`config.mk`:
```
export PLATFORM = sky130hd
export DESIGN_NAME = lookahead_autoprecharge_ctrl
export DESIGN_NICKNAME = d
export VERILOG_FILES = /design/src/lap_pkg.sv /design/src/lookahead_autoprecharge_ctrl.sv
export SDC_FILE = /design/constraint.sdc
export NUM_CORES = 1
export LEC_CHECK = 0
export BUFFER_PORTS_ARGS = -buffer_cell sky130_fd_sc_hd__buf_4
export CAP_MARGIN = 20
export CELL_PAD_IN_SITES_DETAIL_PLACEMENT = 0
export CELL_PAD_IN_SITES_GLOBAL_PLACEMENT = 2
export CORE_ASPECT_RATIO = 0.5
export CORE_MARGIN = 3
export CORE_UTILIZATION = 25
export DETAILED_ROUTE_END_ITERATION = 10
export MAX_ROUTING_LAYER = met4
export PLACE_DENSITY = 0.49
export SYNTH_ARGS = -nofsm -noshare
export SYNTH_HDL_FRONTEND = slang
export SYNTH_SLANG_ARGS = --single-unit
```
`constraint.sdc`:
```
create_clock -name mclk_i -period 14.15 [get_ports mclk_i]
set_clock_uncertainty 0.1 [all_clocks]
set_input_delay 2.83 -clock mclk_i [delete_from_list [all_inputs] [get_ports mclk_i]]
set_output_delay 2.83 -clock mclk_i [all_outputs]
set_load 0.005 [all_outputs]
```
`src/lap_pkg.sv`:
```
package lap_pkg;

  // ----------------------------------------------------------------
  // geometry
  // ----------------------------------------------------------------
  localparam int BANK_W   = 3;
  localparam int ROW_W    = 14;
  localparam int COL_W    = 10;
  localparam int DATA_W   = 32;
  localparam int NBANK    = 8;
  localparam int QDEPTH   = 4;
  localparam int QPTR_W   = 2;
  localparam int POOL_N   = 4;
  localparam int POOL_W   = 2;

  // ----------------------------------------------------------------
  // burst shape: eight beats, two per cycle, four cycles
  // ----------------------------------------------------------------
  localparam int          BURST_BEATS  = 8;
  localparam int          BEATS_PER_CY = 2;
  localparam logic [2:0]  BURST_CYCLES = 3'(BURST_BEATS / BEATS_PER_CY);
  localparam logic [2:0]  CNT_RESET    = 3'h0;
  localparam logic [QPTR_W:0] QCNT_RESET = '0;

  // ----------------------------------------------------------------
  // memory command codes
  // ----------------------------------------------------------------
  typedef enum logic [2:0] {
    MC_NOP   = 3'b000,
    MC_ACT   = 3'b001,
    MC_PRE   = 3'b010,
    MC_WRITE = 3'b011,
    MC_READ  = 3'b100
  } mem_cmd_t;

  typedef struct packed {
    logic              is_write;
    logic              auto_close_flag;
    logic [BANK_W-1:0] bank;
    logic [ROW_W-1:0]  row;
    logic [COL_W-1:0]  col;
  } user_req_t;

  typedef struct packed {
    mem_cmd_t          cmd;
    logic              auto_close_flag;
    logic [BANK_W-1:0] bank;
    logic [ROW_W-1:0]  row;
    logic [COL_W-1:0]  col;
  } mem_bus_t;

  localparam mem_bus_t MEM_IDLE = '{cmd: MC_NOP, default: '0};

endpackage

```
`src/lookahead_autoprecharge_ctrl.sv`:
```
`timescale 1ns/100ps

// Operation
// - without look-ahead, row change gets explicit precharge then activate
// - with look-ahead, queued commands decide auto-close form per access
// - after auto-close access, same bank new row needs only activate
// - write gets auto-close when a later queued write hits other row
// - read taken when ready high; user holds request until ready
// - bank closed by auto-close: activate then read, no precharge
// - user auto-close input honoured when user control is enabled
// - full tracking pool drops one tracked page for incoming command
module lookahead_autoprecharge_ctrl (
  input  wire logic                    mclk_i,
  input  wire logic                    rst_i,
  input  wire logic                    lookahead_en_i,
  input  wire logic                    user_close_en_i,
  input  wire logic                    req_valid_i,
  input  wire lap_pkg::user_req_t      req_i,
  output logic                         req_ready_o,
  output lap_pkg::mem_bus_t            mem_o,
  output logic                         wdata_slot_o,
  output logic [2:0]                   wdata_beat_pair_o
);

  // ----------------------------------------------------------------
  // helpers
  // ----------------------------------------------------------------
  function automatic logic row_change(input lap_pkg::user_req_t a,
                                      input lap_pkg::user_req_t b);
    row_change = (a.bank == b.bank) && (a.row != b.row);
  endfunction

  // ----------------------------------------------------------------
  // command queue
  // ----------------------------------------------------------------
  lap_pkg::user_req_t              q [lap_pkg::QDEPTH];
  lap_pkg::user_req_t              next_q [lap_pkg::QDEPTH];
  logic [lap_pkg::QPTR_W:0]        qcnt;
  logic [lap_pkg::QPTR_W:0]        next_qcnt;

  // ----------------------------------------------------------------
  // page tracking pool
  // ----------------------------------------------------------------
  logic [lap_pkg::POOL_N-1:0]      pv;
  logic [lap_pkg::BANK_W-1:0]      pbank [lap_pkg::POOL_N];
  logic [lap_pkg::ROW_W-1:0]       prow  [lap_pkg::POOL_N];
  logic [lap_pkg::POOL_W-1:0]      victim;
  logic [lap_pkg::POOL_N-1:0]      next_pv;
  logic [lap_pkg::BANK_W-1:0]      next_pbank [lap_pkg::POOL_N];
  logic [lap_pkg::ROW_W-1:0]       next_prow  [lap_pkg::POOL_N];
  logic [lap_pkg::POOL_W-1:0]      next_victim;

  // ----------------------------------------------------------------
  // scheduler
  // ----------------------------------------------------------------
  typedef enum logic [1:0] {
    S_IDLE = 2'b00,
    S_PRE  = 2'b01,
    S_ACT  = 2'b10,
    S_CAS  = 2'b11
  } sched_t;

  sched_t                          st;
  sched_t                          next_st;
  logic [2:0]                      dcnt;
  logic [2:0]                      next_dcnt;
  lap_pkg::mem_bus_t               next_mem;
  logic                            next_slot;
  logic [2:0]                      next_pair;
  logic                            next_ready;

  logic                            head_hit;
  logic                            head_miss;
  logic [lap_pkg::POOL_W-1:0]      hit_idx;
  logic [lap_pkg::POOL_W-1:0]      free_idx;
  logic                            have_free;
  logic                            head_close;
  logic                            pop;
  logic                            push;

  always_comb begin
    head_hit  = 1'b0;
    head_miss = 1'b0;
    hit_idx   = '0;
    free_idx  = victim;
    have_free = 1'b0;
    for (int i = 0; i < lap_pkg::POOL_N; i++) begin
      if (pv[i] && pbank[i] == q[0].bank) begin
        if (prow[i] == q[0].row) begin
          head_hit = 1'b1;
        end else begin
          head_miss = 1'b1;
        end
        hit_idx = lap_pkg::POOL_W'(i);
      end
    end
    for (int i = lap_pkg::POOL_N - 1; i >= 0; i--) begin
      if (!pv[i]) begin
        free_idx  = lap_pkg::POOL_W'(i);
        have_free = 1'b1;
      end
    end
  end

  // decide auto-close form for the head access
  always_comb begin
    head_close = 1'b0;
    if (user_close_en_i && q[0].auto_close_flag) begin
      head_close = 1'b1;
    end
    if (lookahead_en_i) begin
      for (int i = 1; i < lap_pkg::QDEPTH; i++) begin
        if (lap_pkg::QPTR_W'(i) < qcnt[lap_pkg::QPTR_W-1:0] ||
            qcnt[lap_pkg::QPTR_W]) begin
          if (row_change(q[0], q[i]) &&
              q[0].is_write == q[i].is_write) begin
            head_close = 1'b1;
          end
        end
      end
    end
  end

  always_comb begin
    next_st    = st;
    next_dcnt  = (dcnt != lap_pkg::CNT_RESET) ? dcnt - 3'h1 : dcnt;
    next_mem   = lap_pkg::MEM_IDLE;
    next_slot  = (dcnt != lap_pkg::CNT_RESET);
    next_pair  = lap_pkg::BURST_CYCLES - dcnt;
    next_pv    = pv;
    next_pbank = pbank;
    next_prow  = prow;
    next_victim = victim;
    pop        = 1'b0;
    next_mem.bank = q[0].bank;
    next_mem.row  = q[0].row;
    next_mem.col  = q[0].col;
    unique case (st)
      S_IDLE: begin
        if (qcnt != lap_pkg::QCNT_RESET) begin
          if (head_hit) begin
            next_st = S_CAS;
          end else if (head_miss) begin
            next_st = S_PRE;
          end else if (!have_free) begin
            next_st = S_PRE;
          end else begin
            next_st = S_ACT;
          end
        end
      end
      S_PRE: begin
        next_mem.cmd = lap_pkg::MC_PRE;
        if (head_miss) begin
          next_pv[hit_idx] = 1'b0;
        end else begin
          // flush: an untracked page must not stay open in the memory
          next_mem.bank   = pbank[victim];
          next_mem.row    = prow[victim];
          next_pv[victim] = 1'b0;
          next_victim     = victim + lap_pkg::POOL_W'(1);
        end
        next_st = S_ACT;
      end
      S_ACT: begin
        next_mem.cmd = lap_pkg::MC_ACT;
        next_pv[free_idx]    = 1'b1;
        next_pbank[free_idx] = q[0].bank;
        next_prow[free_idx]  = q[0].row;
        next_st = S_CAS;
      end
      S_CAS: begin
        if (dcnt <= 3'h1) begin
          next_mem.cmd = q[0].is_write ? lap_pkg::MC_WRITE
                                       : lap_pkg::MC_READ;
          next_mem.auto_close_flag = head_close;
          if (head_close) begin
            for (int i = 0; i < lap_pkg::POOL_N; i++) begin
              if (pbank[i] == q[0].bank) begin
                next_pv[i] = 1'b0;
              end
            end
          end
          if (q[0].is_write) begin
            next_dcnt = lap_pkg::BURST_CYCLES;
          end
          pop     = 1'b1;
          next_st = S_IDLE;
        end
      end
    endcase
  end

  always_comb begin
    next_qcnt = qcnt;
    next_q    = q;
    push      = req_valid_i && req_ready_o;
    if (pop) begin
      for (int i = 0; i < lap_pkg::QDEPTH - 1; i++) begin
        next_q[i] = q[i + 1];
      end
      next_qcnt = qcnt - (lap_pkg::QPTR_W + 1)'(1);
    end
    if (push) begin
      next_q[next_qcnt[lap_pkg::QPTR_W-1:0]] = req_i;
      next_qcnt = next_qcnt + (lap_pkg::QPTR_W + 1)'(1);
    end
    next_ready = (next_qcnt < (lap_pkg::QPTR_W + 1)'(lap_pkg::QDEPTH - 1));
  end

  always_ff @(posedge mclk_i or posedge rst_i) begin
    if (rst_i) begin
      st                <= S_IDLE;
      dcnt              <= lap_pkg::CNT_RESET;
      qcnt              <= lap_pkg::QCNT_RESET;
      q                 <= '{default: '0};
      pv                <= '0;
      pbank             <= '{default: '0};
      prow              <= '{default: '0};
      victim            <= '0;
      mem_o             <= lap_pkg::MEM_IDLE;
      req_ready_o       <= 1'b0;
      wdata_slot_o      <= 1'b0;
      wdata_beat_pair_o <= 3'h0;
    end else begin
      st                <= next_st;
      dcnt              <= next_dcnt;
      qcnt              <= next_qcnt;
      q                 <= next_q;
      pv                <= next_pv;
      pbank             <= next_pbank;
      prow              <= next_prow;
      victim            <= next_victim;
      mem_o             <= next_mem;
      req_ready_o       <= next_ready;
      wdata_slot_o      <= next_slot;
      wdata_beat_pair_o <= next_pair;
    end
  end

endmodule

```
==> results.yml, run 1 <==
global_route:
  grt_max_degree: 117
  grt_pass1_wl_um: 50600
  overflow: 0
  antenna_found_initial: 0
  track_usage: 0.133
  grt_pass1_vias: 8071
detailed_routing:
  via_count: 7482
  viasPerCell: 4.41
  drcViolationCount: 0
  drtIter0Drc: 306
  antenna_left: 0
  first_pass_iters: 4
  avgRoutedWirePerCell_um: 19.1
  routed_wirelength_um: 32400
layout:
  fin_nets: 1101
  final_layout_size_suffix_gt1_frac: 0.254
  synthToLayoutAreaGrowth_pct: 16.1
  fin_cells: 1695
  fillCellCount: 4749
power_and_ir_drop:
  power_frac_seq: 0.394
  powerDensity_nw_per_um2: 251
  clock_power_share: 0.195
  p_leak_nw: 5.84
  vdd_drop_max_uv: 91.7
  intPower_mw: 2.10
  sw_frac_of_total: 0.390
  p_comb_frac: 0.411
  power_switching_mw: 1.34
  finalPower_mw: 3.45
synthesis:
  synth.area.top_cells: "dfrtp_1 49%, mux2_2 10%, xor2_1 8.9%"
  syn_area_per_cell_um2: 11.9
  synth_flop_cell: "dfrtp_1"
  synth_fp_nets: 1053
  syn-cell-area_um2: 11800
  synth_largest_area_cell: "dfrtp_1"
  synth-seq-area-share: 0.494
  ys_ff_latch: 234
  synth_common_cells: "234 x dfrtp_1, 120 x xor2_1, 107 x nand2_1, 106 x mux2_2, 97 x o21ai_0"
  ys_warn_count: 0
  post-synth-top-count-cell: "dfrtp_1"
  synthDistinctLibCells: 51
  synth_top_area_frac: 0.494
  synth_edf_count: 0
  synthArstFlopShare: 1.00
  syn_inst: 999
status:
  status: "finished, final reports clean"
cts:
  path_clk_slew_ns: 0.06
  clk-insertion-delay-late_ns: 0.54
  cts_setup_buffers: 0
  cts.repair.resized: 0
  cts-root-buf: "clkbuf_16"
  ctsLongestPathBuffers: 3
  ctsHtreeMaxLevel: 1
  holdBufCountCts: 0
  cts_made_buffers: 26
  cts.sinks: 234
  cts_tree: "yes"
floorplanning:
  num_rows: 55
  die_w_um: 314
  io_pins: 70
  placeableCoreArea_um2: 46000
  initial_core_util: 0.258
  die_area_um2: 50200
  die_height_um: 160
critical_path:
  cp-start-kind: "register"
  crit_family: "buffers and inverters"
  crit_chain: "ha_1, inv_1, nor3_2, buf_4, buf_4, xnor2_1, inv_1, ha_1, and3_2, buf_4, o21ai_0"
  critPathSlowestCell: "buf_4"
  cpPeakStageDelay_ns: 0.82
  required_ns: 14.44
  critPathBufInv: 5
  critical_path_peak_fanout: 58
  critical_path_class: "reg2reg"
  crit_top_cell: "buf_4"
  worstSetupEndpointType: "register"
  crit_arrival_ns: 4.87
timing:
  final_min_period_over_clock_period: 0.323
  max_freq_mhz: 219
  rsz0062_at_grt: "false"
  hold_viol: 0
  final_max_slew_viol_count: 0
  tightest_slew_ns: 0.901
  period_needed_ns: 4.57
  slew_headroom: 0.399
  holdWs_ns: 0.274
  finalSetupTns_ns: 0
  setup_violations: 0
min_path:
  min_path_type: "reg2reg"
placement:
  place_congestion: 0.760
  io_buffer_count: 69
  dp.final_hpwl_um: 20900
  dp_cells: 1646
flow_run:
  max-cap-violations: 0
-- cell usage in the layout (no fill, tap or decap), drive strengths merged, types with 20 or more instances in the layout --
cell type,instances
ha,20
mux2i,87
nand2,107
xor2,120
dfrtp,234
mux2,116
buf,83
o21ai,97
nor4,27
clkbuf,41
inv,21
-- state kept, by name (all words and copies together) (netlist names), 4 cells and up --
register,count
mem_o,31
next_mem,10
pbank,12
prow,56
pv,4
q,106
-- cells by family (layout without fill, tap and decap cells) --
kind of cell,Yosys count,count (layout),share of synthesized area
AOI/OAI and AO/OA,121,121,0.0567
DFF,234,234,0.494
buffers and inverters,84,152,0.0369
muxes,220,220,0.220
other,0,1,0
adders and majority gates,20,20,0.0211
and+or+nand+nor,192,192,0.0766
xor gates and xnor gates,128,128,0.0946
-- worst paths after layout --
check,start,endpoint,slack [ns],cells past startpoint
max,st[1],q[75],9.58,11
min,next_mem[0],mem_o[0],0.27,0
max reg2reg,st[1],q[75],9.58,11
min reg2reg,next_mem[0],mem_o[0],0.27,0
max in group asynchronous,rst_i,q[98],10.11,3
min in group asynchronous,rst_i,next_mem[7],2.33,2
-- metrics by stage --
step / worst slack (ns) / area, um^2 / util
final: 9.58 / 13800 / 0.299
after floorplan: 4.80 / 11800 / -
after global routing: 9.10 / 13800 / 0.299
after CTS: 9.51 / 13800 / 0.299
after detailed placement: 9.42 / 12900 / 0.281
after global placement: 9.44 / 12900 / 0.281
-- layer usage --
metal | part of all wire | routed length, um | vias to the layer above | global-route usage
met5 | 0 | 0 | - | -
met4 | 0.015 | 493 | 0 | 0.0225
met2 | 0.45 | 14500 | 81 | 0.205
li1 | - | - | 3583 | -
met3 | 0.023 | 750 | 31 | 0.0201
met1 | 0.51 | 16600 | 3787 | 0.188
-- layout make-up --
type / count / area (um^2) / share of cell area
Sequential cell: 234 / 5860 / 0.426
Multi-Input combinational cell: 681 / 5570 / 0.405
Antenna cell: 1 / 2.50 / 0.000182
Clock buffer: 41 / 798 / 0.0580
Tap cell: 627 / 785 / 0.0570
Inverter: 21 / 86.3 / 0.00628
Clock inverter: 7 / 35.0 / 0.00255
Timing Repair Buffer: 83 / 623 / 0.0453
-- power groups by stage --
stage | sequential [mW] | clock, mW | combinational, mW
global placement | 1.37 | 0 | 1.44
floorplan | 1.20 | 0 | 1.15
global route | 1.41 | 0.728 | 1.58
CTS | 1.36 | 0.700 | 1.45
detailed placement | 1.37 | 0 | 1.44
finish | 1.36 | 0.674 | 1.41
(Power assumes the default switching activity.)
==> run 2: changes to the inputs <==
clock period = 4.3 ns   (was 14.15 ns; I/O delays follow)
==> run 2 against run 1 <==
Global-route usage rose by 0.63 points. Via count rose by 1.2%. Clock power rose to 3.3 times the previous value. Setup slack got worse by 8.8 ns. Cell count barely moved. Critical path depth fell by 2. Design area rose by 0.41%. Core utilization rose by 0.12 points. Routed wire length rose by 3.9%. Die area did not move. Largest cell class unchanged. Highest routed layer unchanged.
==> results.yml, run 2 (same netlist as run 1, synthesis figures left out) <==
status:
  status: "finished, final reports clean"
cts:
  ctsHtreeMaxLevel: 1
  cts.repair.resized: 0
  cts_setup_buffers: 0
  cts-root-buf: "clkbuf_16"
  cts_made_buffers: 26
  holdBufCountCts: 0
  ctsLongestPathBuffers: 3
  path_clk_slew_ns: 0.06
  cts.sinks: 234
  clk-insertion-delay-late_ns: 0.55
  cts_tree: "yes"
floorplanning:
  num_rows: 55
  die_height_um: 160
  placeableCoreArea_um2: 46000
  initial_core_util: 0.258
  io_pins: 70
  die_area_um2: 50200
  die_w_um: 314
detailed_routing:
  viasPerCell: 4.47
  via_count: 7575
  routed_wirelength_um: 33600
  drcViolationCount: 0
  avgRoutedWirePerCell_um: 19.8
  antenna_left: 0
  first_pass_iters: 5
  drtIter0Drc: 480
critical_path:
  critical_path_peak_fanout: 30
  worstSetupEndpointType: "register"
  critPathSlowestCell: "and3_2"
  crit_chain: "ha_1, inv_1, nor3_2, nand2_1, o21ai_0, ha_1, and3_2, buf_4, o21ai_0"
  cp-startpoint: "st[1]"
  r2r-start: "st[1]"
  crit_family: "simple AND/OR/NAND/NOR gates"
  crit_arrival_ns: 3.83
  cp-start-kind: "register"
  required_ns: 4.61
  cpPeakStageDelay_ns: 0.60
  critical_path_class: "reg2reg"
  critPathBufInv: 2
global_route:
  grt_max_degree: 97
  track_usage: 0.140
  overflow: 0
  grt_pass1_vias: 8089
  grt_pass1_wl_um: 52400
  antenna_found_initial: 0
power_and_ir_drop:
  power_switching_mw: 4.50
  vdd_drop_max_uv: 268
  powerDensity_nw_per_um2: 831
  finalPower_mw: 11.5
  p_leak_nw: 5.87
  sw_frac_of_total: 0.392
  power_frac_seq: 0.382
  clock_power_share: 0.194
  intPower_mw: 6.99
  p_comb_frac: 0.424
placement:
  dp.final_hpwl_um: 22300
  dp_cells: 1653
  io_buffer_count: 69
  place_congestion: 0.773
layout:
  top_regs: "q: 106 flops, prow: 56 flops, mem_o: 31 flops"
  regMostFlops: "q"
  final_common_cell: "dfrtp_1"
  synthToLayoutAreaGrowth_pct: 16.6
  fillCellCount: 4730
  final_layout_size_suffix_gt1_frac: 0.255
  fin_cells: 1696
  layout_common_cells: "234 x dfrtp_1, 120 x xor2_1, 107 x nand2_1, 106 x mux2_2, 97 x o21ai_0"
  fin_nets: 1108
  largest_reg_flops: 106
  antenna_cells: 0
min_path:
  min_path_type: "in2async"
flow_run:
  max-cap-violations: 0
timing:
  period_needed_ns: 3.51
  finalSetupTns_ns: 0
  setup_violations: 0
  max_freq_mhz: 285
  tightest_slew_ns: 0.855
  hold_viol: 0
  rsz0062_at_grt: "false"
  slew_headroom: 0.427
  final_min_period_over_clock_period: 0.817
  final_max_slew_viol_count: 0
==> run 2: layer usage <==
| layer | vias up | wire (um) | global-route usage |
|---|---|---|---|
| met4 | 0 | 665 | 0.0272 |
| met5 | - | 0 | - |
| li1 | 3600 | - | - |
| met2 | 82 | 14600 | 0.207 |
| met3 | 44 | 847 | 0.0198 |
| met1 | 3849 | 17500 | 0.203 |
==> run 2: final cells by class <==
type	instances	area (um^2)	share of cell area
clock buffers	39	781	0.0565
clock inverters	4	45.0	0.00326
inverters	21	82.6	0.00598
multi-input cells	681	5570	0.403
flip-flops and latches	234	5860	0.424
well taps	627	785	0.0568
repair buffers	90	701	0.0507
==> run 2: worst register-to-register path, cell delays in order, from the launching register on <==
cell	delay [ns]
dfrtp_1	0.43
ha_1	0.45
inv_1	0.25
nor3_2	0.43
nand2_1	0.09
o21ai_0	0.21
ha_1	0.24
and3_2	0.60
buf_4	0.42
o21ai_0	0.16
==> run 2: worst paths after layout <==
check                                  to  depth (start not counted)  slack, ns
worst max register to register      q[68]                          9       0.79
worst max-delay path                q[68]                          9       0.79
worst min register to register   mem_o[8]                          0       0.27
min in group mclk_i              mem_o[8]                          0       0.27
worst min-delay path             prow[48]                          2       0.13
max in group asynchronous       mem_o[25]                          3       3.08
==> run 2: power by group through the flow <==
stage | Clock [mW] | Combinational (mW) | Sequential [mW]
after floorplan | 0 | 3.78 | 3.94
after global placement | 0 | 4.93 | 4.41
after detailed placement | 0 | 4.95 | 4.42
after CTS | 2.32 | 4.98 | 4.39
after global routing | 2.43 | 5.41 | 4.54
final | 2.23 | 4.87 | 4.38
==> run 2: per-stage QoR <==
step | setup slack (ns) | instance area [um^2] | utilization | hold WS, ns
floorplan | 0.276 | 11900 | - | 0.253
global placement | 0.849 | 13000 | 0.283 | 0.263
detailed placement | 0.738 | 13000 | 0.283 | 0.257
CTS | 0.730 | 13800 | 0.301 | 0.0932
global route | 0.457 | 13800 | 0.301 | 0.101
finish | 0.786 | 13800 | 0.301 | 0.126
==> run 3: changes to the inputs <==
ABC_AREA = 1   (was default)
PLACE_DENSITY = 0.55   (was 0.49)
clock period = 3.62 ns   (was 4.3 ns; I/O delays follow)
==> run 3 against run 2 <==
Setup slack worse by 0.22 ns. Sequential cell count unchanged. Clock power up 30%. Core utilization down 0.20 points. Die area up 2.0%. First-iteration DRC count up 63%. Area after synthesis up 2.0%. Largest cell class unchanged.
==> results.yml, run 3 <==
status:
  status: "finished, final reports clean"
global_route:
  track_usage: 0.159
  overflow: 0
  antenna_found_initial: 2
  grt_pass1_wl_um: 61300
  grt_pass1_vias: 10062
  grt_max_degree: 89
flow_run:
  max-cap-violations: 0
floorplanning:
  io_pins: 70
  die_height_um: 161
  die_area_um2: 51200
  num_rows: 56
  die_w_um: 317
  placeableCoreArea_um2: 47300
  initial_core_util: 0.256
layout:
  synthToLayoutAreaGrowth_pct: 16.8
  postLayoutCoreUtil: 0.299
  fin_cells: 2217
  layout_common_cells: "354 x nand2_1, 234 x dfrtp_1, 230 x o21ai_0, 171 x nor2_1, 143 x inv_1"
  largest_reg_flops: 106
  fin_nets: 1616
  regMostFlops: "q"
  final_common_cell: "nand2_1"
  multi_input_area_um2: 5210
  seq_area_um2: 5860
  final_layout_size_suffix_gt1_frac: 0.108
  final_area_um2: 14100
  fillCellCount: 5036
  top_regs: "q: 106 flops, prow: 56 flops, mem_o: 31 flops"
detailed_routing:
  viasPerCell: 4.57
  drtIter0Drc: 782
  first_pass_iters: 5
  avgRoutedWirePerCell_um: 17.7
  via_count: 10135
  routed_wirelength_um: 39200
  drcViolationCount: 0
  antenna_left: 0
synthesis:
  post-synth-top-count-cell: "nand2_1"
  syn-cell-area_um2: 12100
  synth-seq-area-share: 0.484
  yosys.area_share.simple: 0.192
  syn_inst: 1529
  synth.area.top_cells: "dfrtp_1 48%, nand2_1 11%, o21ai_0 9.5%"
  synth_top_area_frac: 0.484
  synthXorXnorAreaFrac: 0.0471
  synth_edf_count: 0
  syn_area_per_cell_um2: 7.91
  synth_compound_area_frac: 0.170
  synth_fp_nets: 1583
  ys_warn_count: 0
  ys_ff_latch: 234
  synth_top_family_by_area: "simple AND/OR/NAND/NOR gates"
  synthArstFlopShare: 1.00
  synth-adder-area-share: 0.0207
  synthDistinctLibCells: 38
  synth_largest_area_cell: "dfrtp_1"
  synth_common_cells: "358 x nand2_1, 234 x dfrtp_1, 230 x o21ai_0, 171 x nor2_1, 144 x inv_1"
  synth_mux_area_frac: 0
  synth_flop_cell: "dfrtp_1"
timing:
  max_freq_mhz: 328
  tightest_slew_ns: 1.06
  period_needed_ns: 3.05
  final_max_slew_viol_count: 0
  setup_violations: 0
  hold_viol: 0
  final_min_period_over_clock_period: 0.843
  holdWs_ns: 0.130
  rsz0062_at_grt: "false"
  slew_headroom: 0.292
power_and_ir_drop:
  powerDensity_nw_per_um2: 1020
  finalPower_mw: 14.5
  sw_frac_of_total: 0.444
  vdd_drop_max_uv: 315
  p_comb_frac: 0.439
  power_frac_seq: 0.361
  power_switching_mw: 6.41
  clock_power_share: 0.200
  intPower_mw: 8.05
  p_leak_nw: 6.73
placement:
  dp.final_hpwl_um: 25300
  place_congestion: 0.828
  dp_cells: 2171
  placed_area_um2: 13200
  io_buffer_count: 69
cts:
  ctsHtreeMaxLevel: 1
  cts_made_buffers: 27
  clk-insertion-delay-late_ns: 0.56
  cts.sinks: 234
  ctsLongestPathBuffers: 3
  cts_setup_buffers: 0
  holdBufCountCts: 0
  cts.repair.resized: 0
  path_clk_slew_ns: 0.06
  cts-root-buf: "clkbuf_16"
  cts_tree: "yes"
critical_path:
  crit_arrival_ns: 3.42
  cpPeakStageDelay_ns: 0.51
  critPathSlowestCell: "buf_4"
  crit_cells: 14
  critical_path_class: "reg2reg"
  critPathBufInv: 6
  critical_path_peak_fanout: 58
  crit_chain: "inv_1, ha_1, inv_1, o21ai_1, inv_1, nor2_4, inv_2, o21ai_1, inv_1, ha_1, nand2_2, buf_4, o21ai_0, o22ai_1"
  crit_family: "buffers and inverters"
  worstSetupEndpointType: "register"
  crit_top_cell: "inv_1"
  cp-start-kind: "register"
  required_ns: 3.98
  reg2reg_depth: 14
min_path:
  min_path_type: "in2async"
run 3: final timing paths:
| path | startpoint | to | slack [ns] |
|---|---|---|---|
| max | dcnt[1] | q[102] | 0.57 |
| min | rst_i | prow[24] | 0.13 |
| max reg2reg | dcnt[1] | q[102] | 0.57 |
| min reg2reg | next_mem[6] | mem_o[6] | 0.27 |
| max in group asynchronous | rst_i | prow[49] | 2.46 |
| min in group mclk_i | next_mem[6] | mem_o[6] | 0.27 |
run 3: area by class of cell:
type                    count  area share
repair buffers             92      0.0525
inverters                 158      0.0432
clock buffers              37      0.0534
clock inverters             8      0.0106
flip-flops and latches    234       0.415
multi-input cells        1049       0.369
well taps                 638      0.0565
diodes                      1    0.000177
run 3: power groups by stage:
stage | sequential (mW) | combinational [mW] | clock, mW
global placement | 5.22 | 6.34 | 0
global route | 5.41 | 7.32 | 3.13
CTS | 5.21 | 6.44 | 3.02
detailed placement | 5.24 | 6.40 | 0
floorplan | 4.65 | 4.78 | 0
finish | 5.22 | 6.34 | 2.90
run 3: stage by stage:
step | TNS (ns) | setup slack (ns)
after global placement | 0 | 0.612
after detailed placement | 0 | 0.557
after global routing | 0 | 0.181
final | 0 | 0.569
after CTS | 0 | 0.529
after floorplan | -62.69 | -0.268
run 3: routing by layer:
metal	wire length [um]	up-vias	global-route usage
met5	0	-	-
met4	558	0	0.0247
met3	1820	41	0.0305
met2	16300	181	0.227
met1	20500	4902	0.235
li1	-	5011	-
run 3: kinds of logic after synthesis:
logic type | count (synthesis)
buffers and inverters | 246
flip-flops | 234
AND/OR/NAND/NOR | 583
AO/OA/AOI/OAI | 381
XOR/XNOR | 65
adder cells (fa/ha/maj) | 20
